### src/design/nvwc_cfg.svh
`ifndef NVWC_CFG_SVH
`define NVWC_CFG_SVH

// Serial frame layout
`define NVWC_FRAME_BITS 24
`define NVWC_CNT_W 5
`define NVWC_OPC_HI 23
`define NVWC_OPC_LO 20
`define NVWC_ADR_HI 19
`define NVWC_ADR_LO 16
`define NVWC_DAT_HI 15
`define NVWC_WIPER_W 10
`define NVWC_NV_W 16
`define NVWC_NV_DEPTH 16

// Wiper codes
`define NVWC_MIDSCALE 10'h200
`define NVWC_FULLSCALE 10'h3FF
`define NVWC_ZERO 10'h000

// Nonvolatile map and reset contents
`define NVWC_ADDR_WIPER 4'h0
`define NVWC_ADDR_OUTS 4'h1
`define NVWC_BIT_OUT1 0
`define NVWC_BIT_OUT2 1
`define NVWC_OUTS_DEFAULT 16'h0003
`define NVWC_NV_BLANK 16'h0000

// Idle pin levels {preset, protect, data in, select, link clock}
`define NVWC_PIN_IDLE 5'h1A

// Timing
`define NVWC_CLK_MHZ 125
`define NVWC_STORE_MS 25
`define NVWC_STORE_CYCLES (`NVWC_STORE_MS * `NVWC_CLK_MHZ * 1000)
`define NVWC_OP_CYCLES 8
`define NVWC_BUSY_W 22

`endif

### src/design/nvwc_pkg.sv
package nvwc_pkg;

    // Instruction codes carried in the top nibble of a frame
    typedef enum logic [3:0] {
        NVWC_OP_NOP = 4'h0,
        NVWC_OP_RESTORE = 4'h1,
        NVWC_OP_STORE_WIPER = 4'h2,
        NVWC_OP_STORE_DATA = 4'h3,
        NVWC_OP_DEC6_A = 4'h4,
        NVWC_OP_DEC6_B = 4'h5,
        NVWC_OP_DEC1_A = 4'h6,
        NVWC_OP_DEC1_B = 4'h7,
        NVWC_OP_RELOAD = 4'h8,
        NVWC_OP_READ_NV = 4'h9,
        NVWC_OP_READ_WIPER = 4'hA,
        NVWC_OP_WRITE = 4'hB,
        NVWC_OP_INC6_A = 4'hC,
        NVWC_OP_INC6_B = 4'hD,
        NVWC_OP_INC1_A = 4'hE,
        NVWC_OP_INC1_B = 4'hF
    } nvwc_opcode_t;

    typedef enum logic [1:0] {
        NVWC_ST_POWERUP,
        NVWC_ST_IDLE,
        NVWC_ST_BUSY,
        NVWC_ST_PRESET
    } nvwc_state_t;

endpackage

### src/design/nvwc_core.sv
`timescale 1ns/1ns
`include "nvwc_cfg.svh"

// Functional notes
// - Write-protect low blocks changes except restores, preset
// - Nonvolatile wiper defaults to midscale 512
// - Preset low forces midscale; rising edge reloads
// - Commands execute only on chip-select rise
// - Ready marks completion of 1,2,3,8,9,10, preset
// - Second output follows D1 at address 1
// - Wiper tap follows wiper register always
// - Store lasts 25 ms, shift register locked
// - Ready pulses low until store finishes
// - Opcode 2 stores wiper; opcode 3 stores addressed
// - Opcode 3 address selects wiper or user word
// - Opcodes 1 and 8 reload wiper from store
// - Opcode B address 0 writes data to wiper
// - Opcodes 4,5 halve; 12,13 double wiper
// - Opcodes 6,7 decrement; 14,15 increment one step
// - Bare chip-select strobe repeats step/shift command
// - Opcode 9 reads store; 10 reads wiper
// - Power-on loads wiper from nonvolatile store
// - Serial output shifts previous frame otherwise
// - 24-bit frames, MSB first: opcode, address, data
// - One input bit per serial clock rise
// - First output follows D0 at address 1
module nvwc_core
    import nvwc_pkg::*;
#(
    parameter int STORE_CYCLES = `NVWC_STORE_CYCLES,
    parameter int OP_CYCLES = `NVWC_OP_CYCLES
)(
    // Clock and reset
    input wire logic clock_i,
    input wire logic rst_n_i,
    // Serial link pins
    input wire logic sclk_i,
    input wire logic cs_n_i,
    input wire logic serial_in_i,
    output logic serial_out_o,
    output logic serial_out_oe_o,
    // Control pins
    input wire logic wp_n_i,
    input wire logic preset_n_i,
    output logic ready_o,
    // Wiper and latched outputs
    output logic [`NVWC_WIPER_W-1:0] wiper_o,
    output logic nv_out_first_o,
    output logic nv_out_second_o
);

    localparam int NSYNC = 5;

    // Two-stage synchronisers for every pin input
    logic [NSYNC-1:0] sync_a;
    logic [NSYNC-1:0] sync_b;
    logic sclk_d;
    logic cs_d;
    logic pr_d;
    wire logic sclk_s = sync_b[0];
    wire logic cs_s = sync_b[1];
    wire logic sin_s = sync_b[2];
    wire logic wp_s = sync_b[3];
    wire logic pr_s = sync_b[4];

    always_ff @(posedge clock_i or negedge rst_n_i)
    begin
        if (!rst_n_i)
        begin
            // Idle levels, so no false link clock edge follows reset
            sync_a <= `NVWC_PIN_IDLE;
            sync_b <= `NVWC_PIN_IDLE;
            sclk_d <= 1'b0;
            cs_d <= 1'b1;
            pr_d <= 1'b1;
        end
        else
        begin
            sync_a <= {preset_n_i, wp_n_i, serial_in_i, cs_n_i, sclk_i};
            sync_b <= sync_a;
            sclk_d <= sclk_s;
            cs_d <= cs_s;
            pr_d <= pr_s;
        end
    end

    wire logic sclk_rise = sclk_s & ~sclk_d;
    wire logic cs_rise = cs_s & ~cs_d;
    wire logic pr_rise = pr_s & ~pr_d;

    // Nonvolatile store array, held in flops for this model
    logic [`NVWC_NV_W-1:0] nv_mem [`NVWC_NV_DEPTH];
    logic mem_we;
    logic [3:0] mem_addr;
    logic [`NVWC_NV_W-1:0] mem_data;

    // Control state
    nvwc_state_t state, next_state;
    logic [`NVWC_FRAME_BITS-1:0] shift_reg, next_shift_reg;
    logic [`NVWC_CNT_W-1:0] bit_cnt, next_bit_cnt;
    logic any_clk, next_any_clk;
    logic [`NVWC_FRAME_BITS-1:0] last_frame, next_last_frame;
    logic last_rep, next_last_rep;
    logic [`NVWC_WIPER_W-1:0] wiper, next_wiper;
    logic [`NVWC_BUSY_W-1:0] busy_cnt, next_busy_cnt;
    logic [`NVWC_BUSY_W-1:0] busy_lim, next_busy_lim;
    logic pend_we, next_pend_we;
    logic [3:0] pend_addr, next_pend_addr;
    logic [`NVWC_NV_W-1:0] pend_data, next_pend_data;
    logic ready, next_ready;
    logic sdo_bit, next_sdo_bit;
    logic sdo_oe, next_sdo_oe;

    localparam logic [`NVWC_BUSY_W-1:0] STORE_LIM = `NVWC_BUSY_W'(STORE_CYCLES - 1);
    localparam logic [`NVWC_BUSY_W-1:0] OP_LIM = `NVWC_BUSY_W'(OP_CYCLES - 1);

    // Step and shift commands may be replayed by a bare strobe
    function automatic logic is_repeatable(input logic [3:0] op);
        is_repeatable = (op[3:2] == 2'b01) || (op[3:2] == 2'b11);
    endfunction

    // Main sequencer: decode, execute, time the busy window
    always_comb
    begin
        logic [`NVWC_FRAME_BITS-1:0] frm;
        logic [3:0] op;
        logic [3:0] adr;
        logic do_exec;
        frm = shift_reg;
        op = 4'h0;
        adr = 4'h0;
        do_exec = 1'b0;
        next_state = state;
        next_shift_reg = shift_reg;
        next_bit_cnt = bit_cnt;
        next_any_clk = any_clk;
        next_last_frame = last_frame;
        next_last_rep = last_rep;
        next_wiper = wiper;
        next_busy_cnt = busy_cnt;
        next_busy_lim = busy_lim;
        next_pend_we = pend_we;
        next_pend_addr = pend_addr;
        next_pend_data = pend_data;
        next_ready = ready;
        mem_we = 1'b0;
        mem_addr = pend_addr;
        mem_data = pend_data;

        // Shifting stays frozen while busy, so a store cannot be disturbed
        if (state != NVWC_ST_BUSY && !cs_s && sclk_rise)
        begin
            next_shift_reg = {shift_reg[`NVWC_FRAME_BITS-2:0], sin_s};
            next_any_clk = 1'b1;
            if (bit_cnt == `NVWC_CNT_W'(`NVWC_FRAME_BITS - 1))
                next_bit_cnt = '0;
            else
                next_bit_cnt = bit_cnt + 1'b1;
        end

        case (state)
            NVWC_ST_POWERUP:
            begin
                next_wiper = nv_mem[`NVWC_ADDR_WIPER][`NVWC_WIPER_W-1:0];
                next_busy_cnt = '0;
                next_busy_lim = OP_LIM;
                next_state = NVWC_ST_BUSY;
            end
            NVWC_ST_IDLE:
            begin
                next_ready = 1'b1;
                if (!pr_s)
                begin
                    next_wiper = `NVWC_MIDSCALE;
                    next_ready = 1'b0;
                    next_state = NVWC_ST_PRESET;
                end
                else if (cs_rise)
                begin
                    next_bit_cnt = '0;
                    next_any_clk = 1'b0;
                    // Bare strobe replays; partial frames are dropped
                    if (!any_clk && last_rep)
                    begin
                        frm = last_frame;
                        do_exec = 1'b1;
                    end
                    else if (any_clk && bit_cnt == '0)
                    begin
                        frm = shift_reg;
                        do_exec = 1'b1;
                    end
                end
                if (do_exec)
                begin
                    op = frm[`NVWC_OPC_HI:`NVWC_OPC_LO];
                    adr = frm[`NVWC_ADR_HI:`NVWC_ADR_LO];
                    next_last_frame = frm;
                    next_last_rep = is_repeatable(op) && wp_s;
                    next_busy_cnt = '0;
                    case (nvwc_opcode_t'(op))
                        NVWC_OP_RESTORE, NVWC_OP_RELOAD:
                        begin
                            next_wiper = nv_mem[`NVWC_ADDR_WIPER][`NVWC_WIPER_W-1:0];
                            next_busy_lim = OP_LIM;
                            next_ready = 1'b0;
                            next_state = NVWC_ST_BUSY;
                        end
                        NVWC_OP_STORE_WIPER, NVWC_OP_STORE_DATA:
                        begin
                            if (wp_s)
                            begin
                                next_pend_we = 1'b1;
                                next_pend_addr = (op == NVWC_OP_STORE_WIPER) ? `NVWC_ADDR_WIPER : adr;
                                next_pend_data = (next_pend_addr == `NVWC_ADDR_WIPER) ?
                                    `NVWC_NV_W'(wiper) : frm[`NVWC_DAT_HI:0];
                                next_busy_lim = STORE_LIM;
                                next_ready = 1'b0;
                                next_state = NVWC_ST_BUSY;
                            end
                        end
                        NVWC_OP_DEC6_A, NVWC_OP_DEC6_B:
                            if (wp_s)
                                next_wiper = wiper >> 1;
                        NVWC_OP_INC6_A, NVWC_OP_INC6_B:
                            if (wp_s)
                                next_wiper = wiper[`NVWC_WIPER_W-1] ? `NVWC_FULLSCALE : (wiper << 1);
                        NVWC_OP_DEC1_A, NVWC_OP_DEC1_B:
                            if (wp_s && wiper != `NVWC_ZERO)
                                next_wiper = wiper - 1'b1;
                        NVWC_OP_INC1_A, NVWC_OP_INC1_B:
                            if (wp_s && wiper != `NVWC_FULLSCALE)
                                next_wiper = wiper + 1'b1;
                        NVWC_OP_READ_NV, NVWC_OP_READ_WIPER:
                        begin
                            // Readback word replaces the echo for the next frame
                            next_shift_reg = (op == NVWC_OP_READ_NV) ?
                                `NVWC_FRAME_BITS'(nv_mem[adr]) : `NVWC_FRAME_BITS'(wiper);
                            next_busy_lim = OP_LIM;
                            next_ready = 1'b0;
                            next_state = NVWC_ST_BUSY;
                        end
                        NVWC_OP_WRITE:
                            if (wp_s && adr == `NVWC_ADDR_WIPER)
                                next_wiper = frm[`NVWC_WIPER_W-1:0];
                        default:
                            next_wiper = wiper;
                    endcase
                end
            end
            NVWC_ST_PRESET:
            begin
                next_ready = 1'b0;
                if (pr_rise)
                begin
                    next_wiper = nv_mem[`NVWC_ADDR_WIPER][`NVWC_WIPER_W-1:0];
                    next_busy_cnt = '0;
                    next_busy_lim = OP_LIM;
                    next_state = NVWC_ST_BUSY;
                end
                else
                    next_wiper = `NVWC_MIDSCALE;
            end
            NVWC_ST_BUSY:
            begin
                next_ready = 1'b0;
                // Strobes seen while locked are consumed, not replayed later
                next_bit_cnt = '0;
                next_any_clk = 1'b0;
                if (busy_cnt == busy_lim)
                begin
                    mem_we = pend_we;
                    next_pend_we = 1'b0;
                    next_ready = 1'b1;
                    next_state = NVWC_ST_IDLE;
                end
                else
                    next_busy_cnt = busy_cnt + 1'b1;
            end
            default:
                next_state = NVWC_ST_IDLE;
        endcase

        // Open-drain output only pulls low inside a frame
        next_sdo_bit = next_shift_reg[`NVWC_FRAME_BITS-1];
        next_sdo_oe = !cs_s && !next_shift_reg[`NVWC_FRAME_BITS-1];
    end

    // State registers
    always_ff @(posedge clock_i or negedge rst_n_i)
    begin
        if (!rst_n_i)
        begin
            state <= NVWC_ST_POWERUP;
            shift_reg <= '0;
            bit_cnt <= '0;
            any_clk <= 1'b0;
            last_frame <= '0;
            last_rep <= 1'b0;
            wiper <= `NVWC_MIDSCALE;
            busy_cnt <= '0;
            busy_lim <= '0;
            pend_we <= 1'b0;
            pend_addr <= '0;
            pend_data <= '0;
            ready <= 1'b0;
            sdo_bit <= 1'b0;
            sdo_oe <= 1'b0;
        end
        else
        begin
            state <= next_state;
            shift_reg <= next_shift_reg;
            bit_cnt <= next_bit_cnt;
            any_clk <= next_any_clk;
            last_frame <= next_last_frame;
            last_rep <= next_last_rep;
            wiper <= next_wiper;
            busy_cnt <= next_busy_cnt;
            busy_lim <= next_busy_lim;
            pend_we <= next_pend_we;
            pend_addr <= next_pend_addr;
            pend_data <= next_pend_data;
            ready <= next_ready;
            sdo_bit <= next_sdo_bit;
            sdo_oe <= next_sdo_oe;
        end
    end

    // Nonvolatile array; reset models the factory contents
    generate
        for (genvar i = 0; i < `NVWC_NV_DEPTH; i++)
        begin : g_nv
            localparam logic [`NVWC_NV_W-1:0] INIT = (i == `NVWC_ADDR_WIPER) ? `NVWC_NV_W'(`NVWC_MIDSCALE) :
                (i == `NVWC_ADDR_OUTS) ? `NVWC_OUTS_DEFAULT : `NVWC_NV_BLANK;
            always_ff @(posedge clock_i or negedge rst_n_i)
            begin
                if (!rst_n_i)
                    nv_mem[i] <= INIT;
                else if (mem_we && mem_addr == 4'(i))
                    nv_mem[i] <= mem_data;
            end
        end
    endgenerate

    // Outputs straight from flops
    assign wiper_o = wiper;
    assign ready_o = ready;
    assign serial_out_o = sdo_bit;
    assign serial_out_oe_o = sdo_oe;
    assign nv_out_first_o = nv_mem[`NVWC_ADDR_OUTS][`NVWC_BIT_OUT1];
    assign nv_out_second_o = nv_mem[`NVWC_ADDR_OUTS][`NVWC_BIT_OUT2];

endmodule // nvwc_core

### config.mk
export PLATFORM = sky130hd
export DESIGN_NAME = nvwc_core
export DESIGN_NICKNAME = d
export VERILOG_FILES = /design/src/design/nvwc_pkg.sv /design/src/design/nvwc_core.sv
export VERILOG_INCLUDE_DIRS = /design/src /design/src/design
export SDC_FILE = /design/constraint.sdc
export NUM_CORES = 1
export LEC_CHECK = 0
export ABC_AREA = 0
export ABC_CLOCK_PERIOD_IN_PS = 6020
export BUFFER_PORTS_ARGS = -buffer_cell sky130_fd_sc_hd__buf_2
export CORE_ASPECT_RATIO = 0.5
export CORE_MARGIN = 4
export CORE_UTILIZATION = 45
export CTS_CLUSTER_SIZE = 10
export DETAILED_ROUTE_END_ITERATION = 12
export GPL_TIMING_DRIVEN = 0
export SYNTH_ARGS = -nofsm -noshare
export SYNTH_HDL_FRONTEND = slang
export SYNTH_SLANG_ARGS = --single-unit
### constraint.sdc
create_clock -name clock_i -period 6.02 [get_ports clock_i]
set_clock_uncertainty 0.2 [all_clocks]
set_input_delay 1.505 -clock clock_i [delete_from_list [all_inputs] [get_ports clock_i]]
set_output_delay 1.505 -clock clock_i [all_outputs]
set_load 0.01 [all_outputs]
==> results.yml <==
outcome:
  outcome: "completed"
yosys:
  synth-xor-area-share_pct: 1.20
  synth_edf_count: 0
  netlist_area_sq_mm: 0.0198
  syn_area_per_cell_sq_um: 10.4
  synth_top_family_by_area: "multiplexers"
  ys_seq_area_share_pct: 48.6
  ys_warn_count: 0
  synth_ff_type: "dfrtp_1"
  syn_nets: 1907
  netlist-cell-type-count: 85
  synthSimpleGateAreaFrac_pct: 15.0
  synthAdderAreaFrac_pct: 0.570
  synth_seq_cells: 383
  async_flop_share_pct: 100
  synth_compound_area_share_pct: 12.4
  netlist_instances: 1891
  muxShareOfSynthArea_pct: 18.5
floorplanning:
  pin_count: 22
  core_area_sq_mm: 0.0426
  rows: 53
  dieWidth_um: 304
  dieArea_sq_mm: 0.0475
  die_h_um: 156
  start_util_pct: 46.3
worst_setup_path:
  cp_max_fo: 10
  crit_family: "buffers and inverters"
  startpoint: "sync_b[4]$_DFF_PN1_"
  worstSetupEndpointType: "flop"
  cpMostUsedCell: "clkbuf_1"
  critPathMaxStageDelay_ns: 0.83
  critPathArrivalTime_ns: 5.36
  crit_chain: "buf_2 > nand3b_1 > clkbuf_1 > o21ai_0 > and2_1 > clkbuf_1 > clkbuf_1 > clkbuf_1 > nand2_1 > nand3_1 > a21oi_1 > nor4b_1"
  critical_path_class: "flop to flop"
  critPathRequiredTime_ns: 6.20
  r2r_start: "sync_b[4]$_DFF_PN1_"
  cp_slowest_cell: "o21ai_0"
  start_kind: "flop"
  crit_buf_inv: 5
timing:
  period_share_pct: 86.0
  timing.slew.headroom_pct: 6.92
  rsz0062_at_grt: "no"
  worst_pin_slew_ns: 1.38
  period_needed_ns: 5.18
  drv_slew: 0
  layout_setup_ws_ns: 0.843
  hold_viol: 0
  fin_tns_setup_ns: 0
  fmax_mhz: 193
  finalSetupViolations: 0
clocking:
  numCtsBuffers: 44
  cts_root_buf: "clkbuf_16"
  clk_pin_slew_worst_paths_ns: 0.06
  cts_tree: "built"
  cts_sinks: 383
  hold_buffers: 0
  htreeDepth: 2
  postCtsSetupRepairBufs: 0
  clockBufferDepth: 3
  clock_latency_ns: 0.57
  cts_resized: 0
routing:
  routed_wl_um: 58900
  vias: 15400
  first_pass_iters: 5
  vias_per_cell: 6.01
  drt_iter0_markers: 1620
  drt-wirelength-per-cell_um: 23.0
  antenna_left: 0
  drcViolationCount: 0
pwr:
  irDropWorstVdd_uv: 208
  totalPowerFinal_mw: 5.82
  power_leakage_nw: 9.79
  power.density_mw_per_mm2: 265
final_layout:
  layout_commonest_cell: "dfrtp_1"
  drive_above_1_share_pct: 21.0
  syn2layout_area_growth_pct: 11.3
  mostFrequentLayoutCells: "371 x dfrtp_1, 283 x nand2_1, 255 x mux2_2"
  largest_register_ffs: 254
  utilization_pct: 51.6
  final_nets: 1977
grt:
  grt_use_met3_pct: 7.46
  overflow: 0
  grt_usage_pct: 24.8
  antenna_found_initial: 0
  grt_pass1_vias: 15100
  met1_usage_pct: 37.3
  top_usage_layer: "met1"
  grt_use_met2_pct: 35.8
  grt_pass1_wl_um: 91900
  grt_max_degree: 119
placed_design:
  place.gp.congestion: 0.912
  post-place-ws_ns: 1.11
  portBuffers: 21
  dp_hpwl_um: 42800
worst_hold_path:
  hp-start: "sync_a[0]$_DFF_PN0_"
  hp-class: "flop to flop"
flow_run:
  maxCapViolCount: 0
stage by stage:
step / hold slack [ns] / cell area, sq um / instances
floorplan: 0.131 / 19800 / 1891
global placement: 0.133 / 20600 / 2489
global route: 0.158 / 22000 / 2563
finish: 0.148 / 22000 / 2564
CTS: 0.147 / 22000 / 2563
detailed placement: 0.135 / 20700 / 2492
logic make-up after synthesis:
logic type      Yosys count
compound gates          365
xor+xnor                 27
fa+ha+maj                 9
buf+inv                 175
flops                   383
mux                     317
simple gates            615
cell usage after synthesis (11+ instances only):
cell type | number | area [sq um]
dfrtp_1 | 371 | 9280
nand2_1 | 283 | 1060
mux2_2 | 255 | 2870
clkbuf_1 | 108 | 405
nor2_1 | 88 | 330
a21oi_1 | 85 | 425
nand3_1 | 71 | 355
o21ai_0 | 65 | 325
a211oi_1 | 42 | 315
mux2i_1 | 41 | 410
a31oi_1 | 34 | 213
and3_1 | 34 | 213
inv_1 | 23 | 86.3
buf_2 | 19 | 95.1
nor3_1 | 19 | 95.1
o31ai_1 | 19 | 143
xor2_1 | 18 | 158
nand4_1 | 17 | 106
buf_1 | 16 | 60.1
a311oi_1 | 13 | 114
nor4b_1 | 13 | 114
dfstp_2 | 12 | 315
nor3b_1 | 11 | 82.6
final cells by class:
| type | count | area (sq um) |
|---|---|---|
| fill | 3894 | 20700 |
| sequential | 383 | 9600 |
| multi-input combinational | 1333 | 9430 |
| clock buffer | 68 | 1220 |
| tap | 577 | 722 |
| buffer | 151 | 644 |
| timing repair buffer | 24 | 198 |
| inverter | 24 | 90.1 |
| clock inverter | 3 | 76.3 |
| antenna | 1 | 2.50 |
power by group:
group | total (mW) | leakage (nW) | internal, mW | switching [mW]
clock | 2.51 | 0.620 | 1.43 | 1.08
sequential | 2.69 | 5.28 | 2.63 | 0.0533
combinational | 0.619 | 3.89 | 0.182 | 0.437
layer usage:
metal  part of all wire, %  vias up
met5                     0        -
met4                   1.6        0
met3                   9.5       83
met2                    41      529
met1                    48     7779
li1                      -     7017
path summary, 6_finish.rpt:
| check | to | slack, ns | depth (start not counted) |
|---|---|---|---|
| min in group asynchronous | wiper_o[2]$_DFFE_PN0P_ | 0.74 | 1 |
| worst max register to register | shift_reg[1]$_DFF_PN0_ | 0.84 | 12 |
| worst max-delay path | shift_reg[1]$_DFF_PN0_ | 0.84 | 12 |
| max in group asynchronous | nv_mem[73]$_DFFE_PN0P_ | 3.51 | 3 |
| worst min-delay path | sync_b[0]$_DFF_PN0_ | 0.15 | 0 |
| worst min register to register | sync_b[0]$_DFF_PN0_ | 0.15 | 0 |
(Power assumes the default switching activity.)
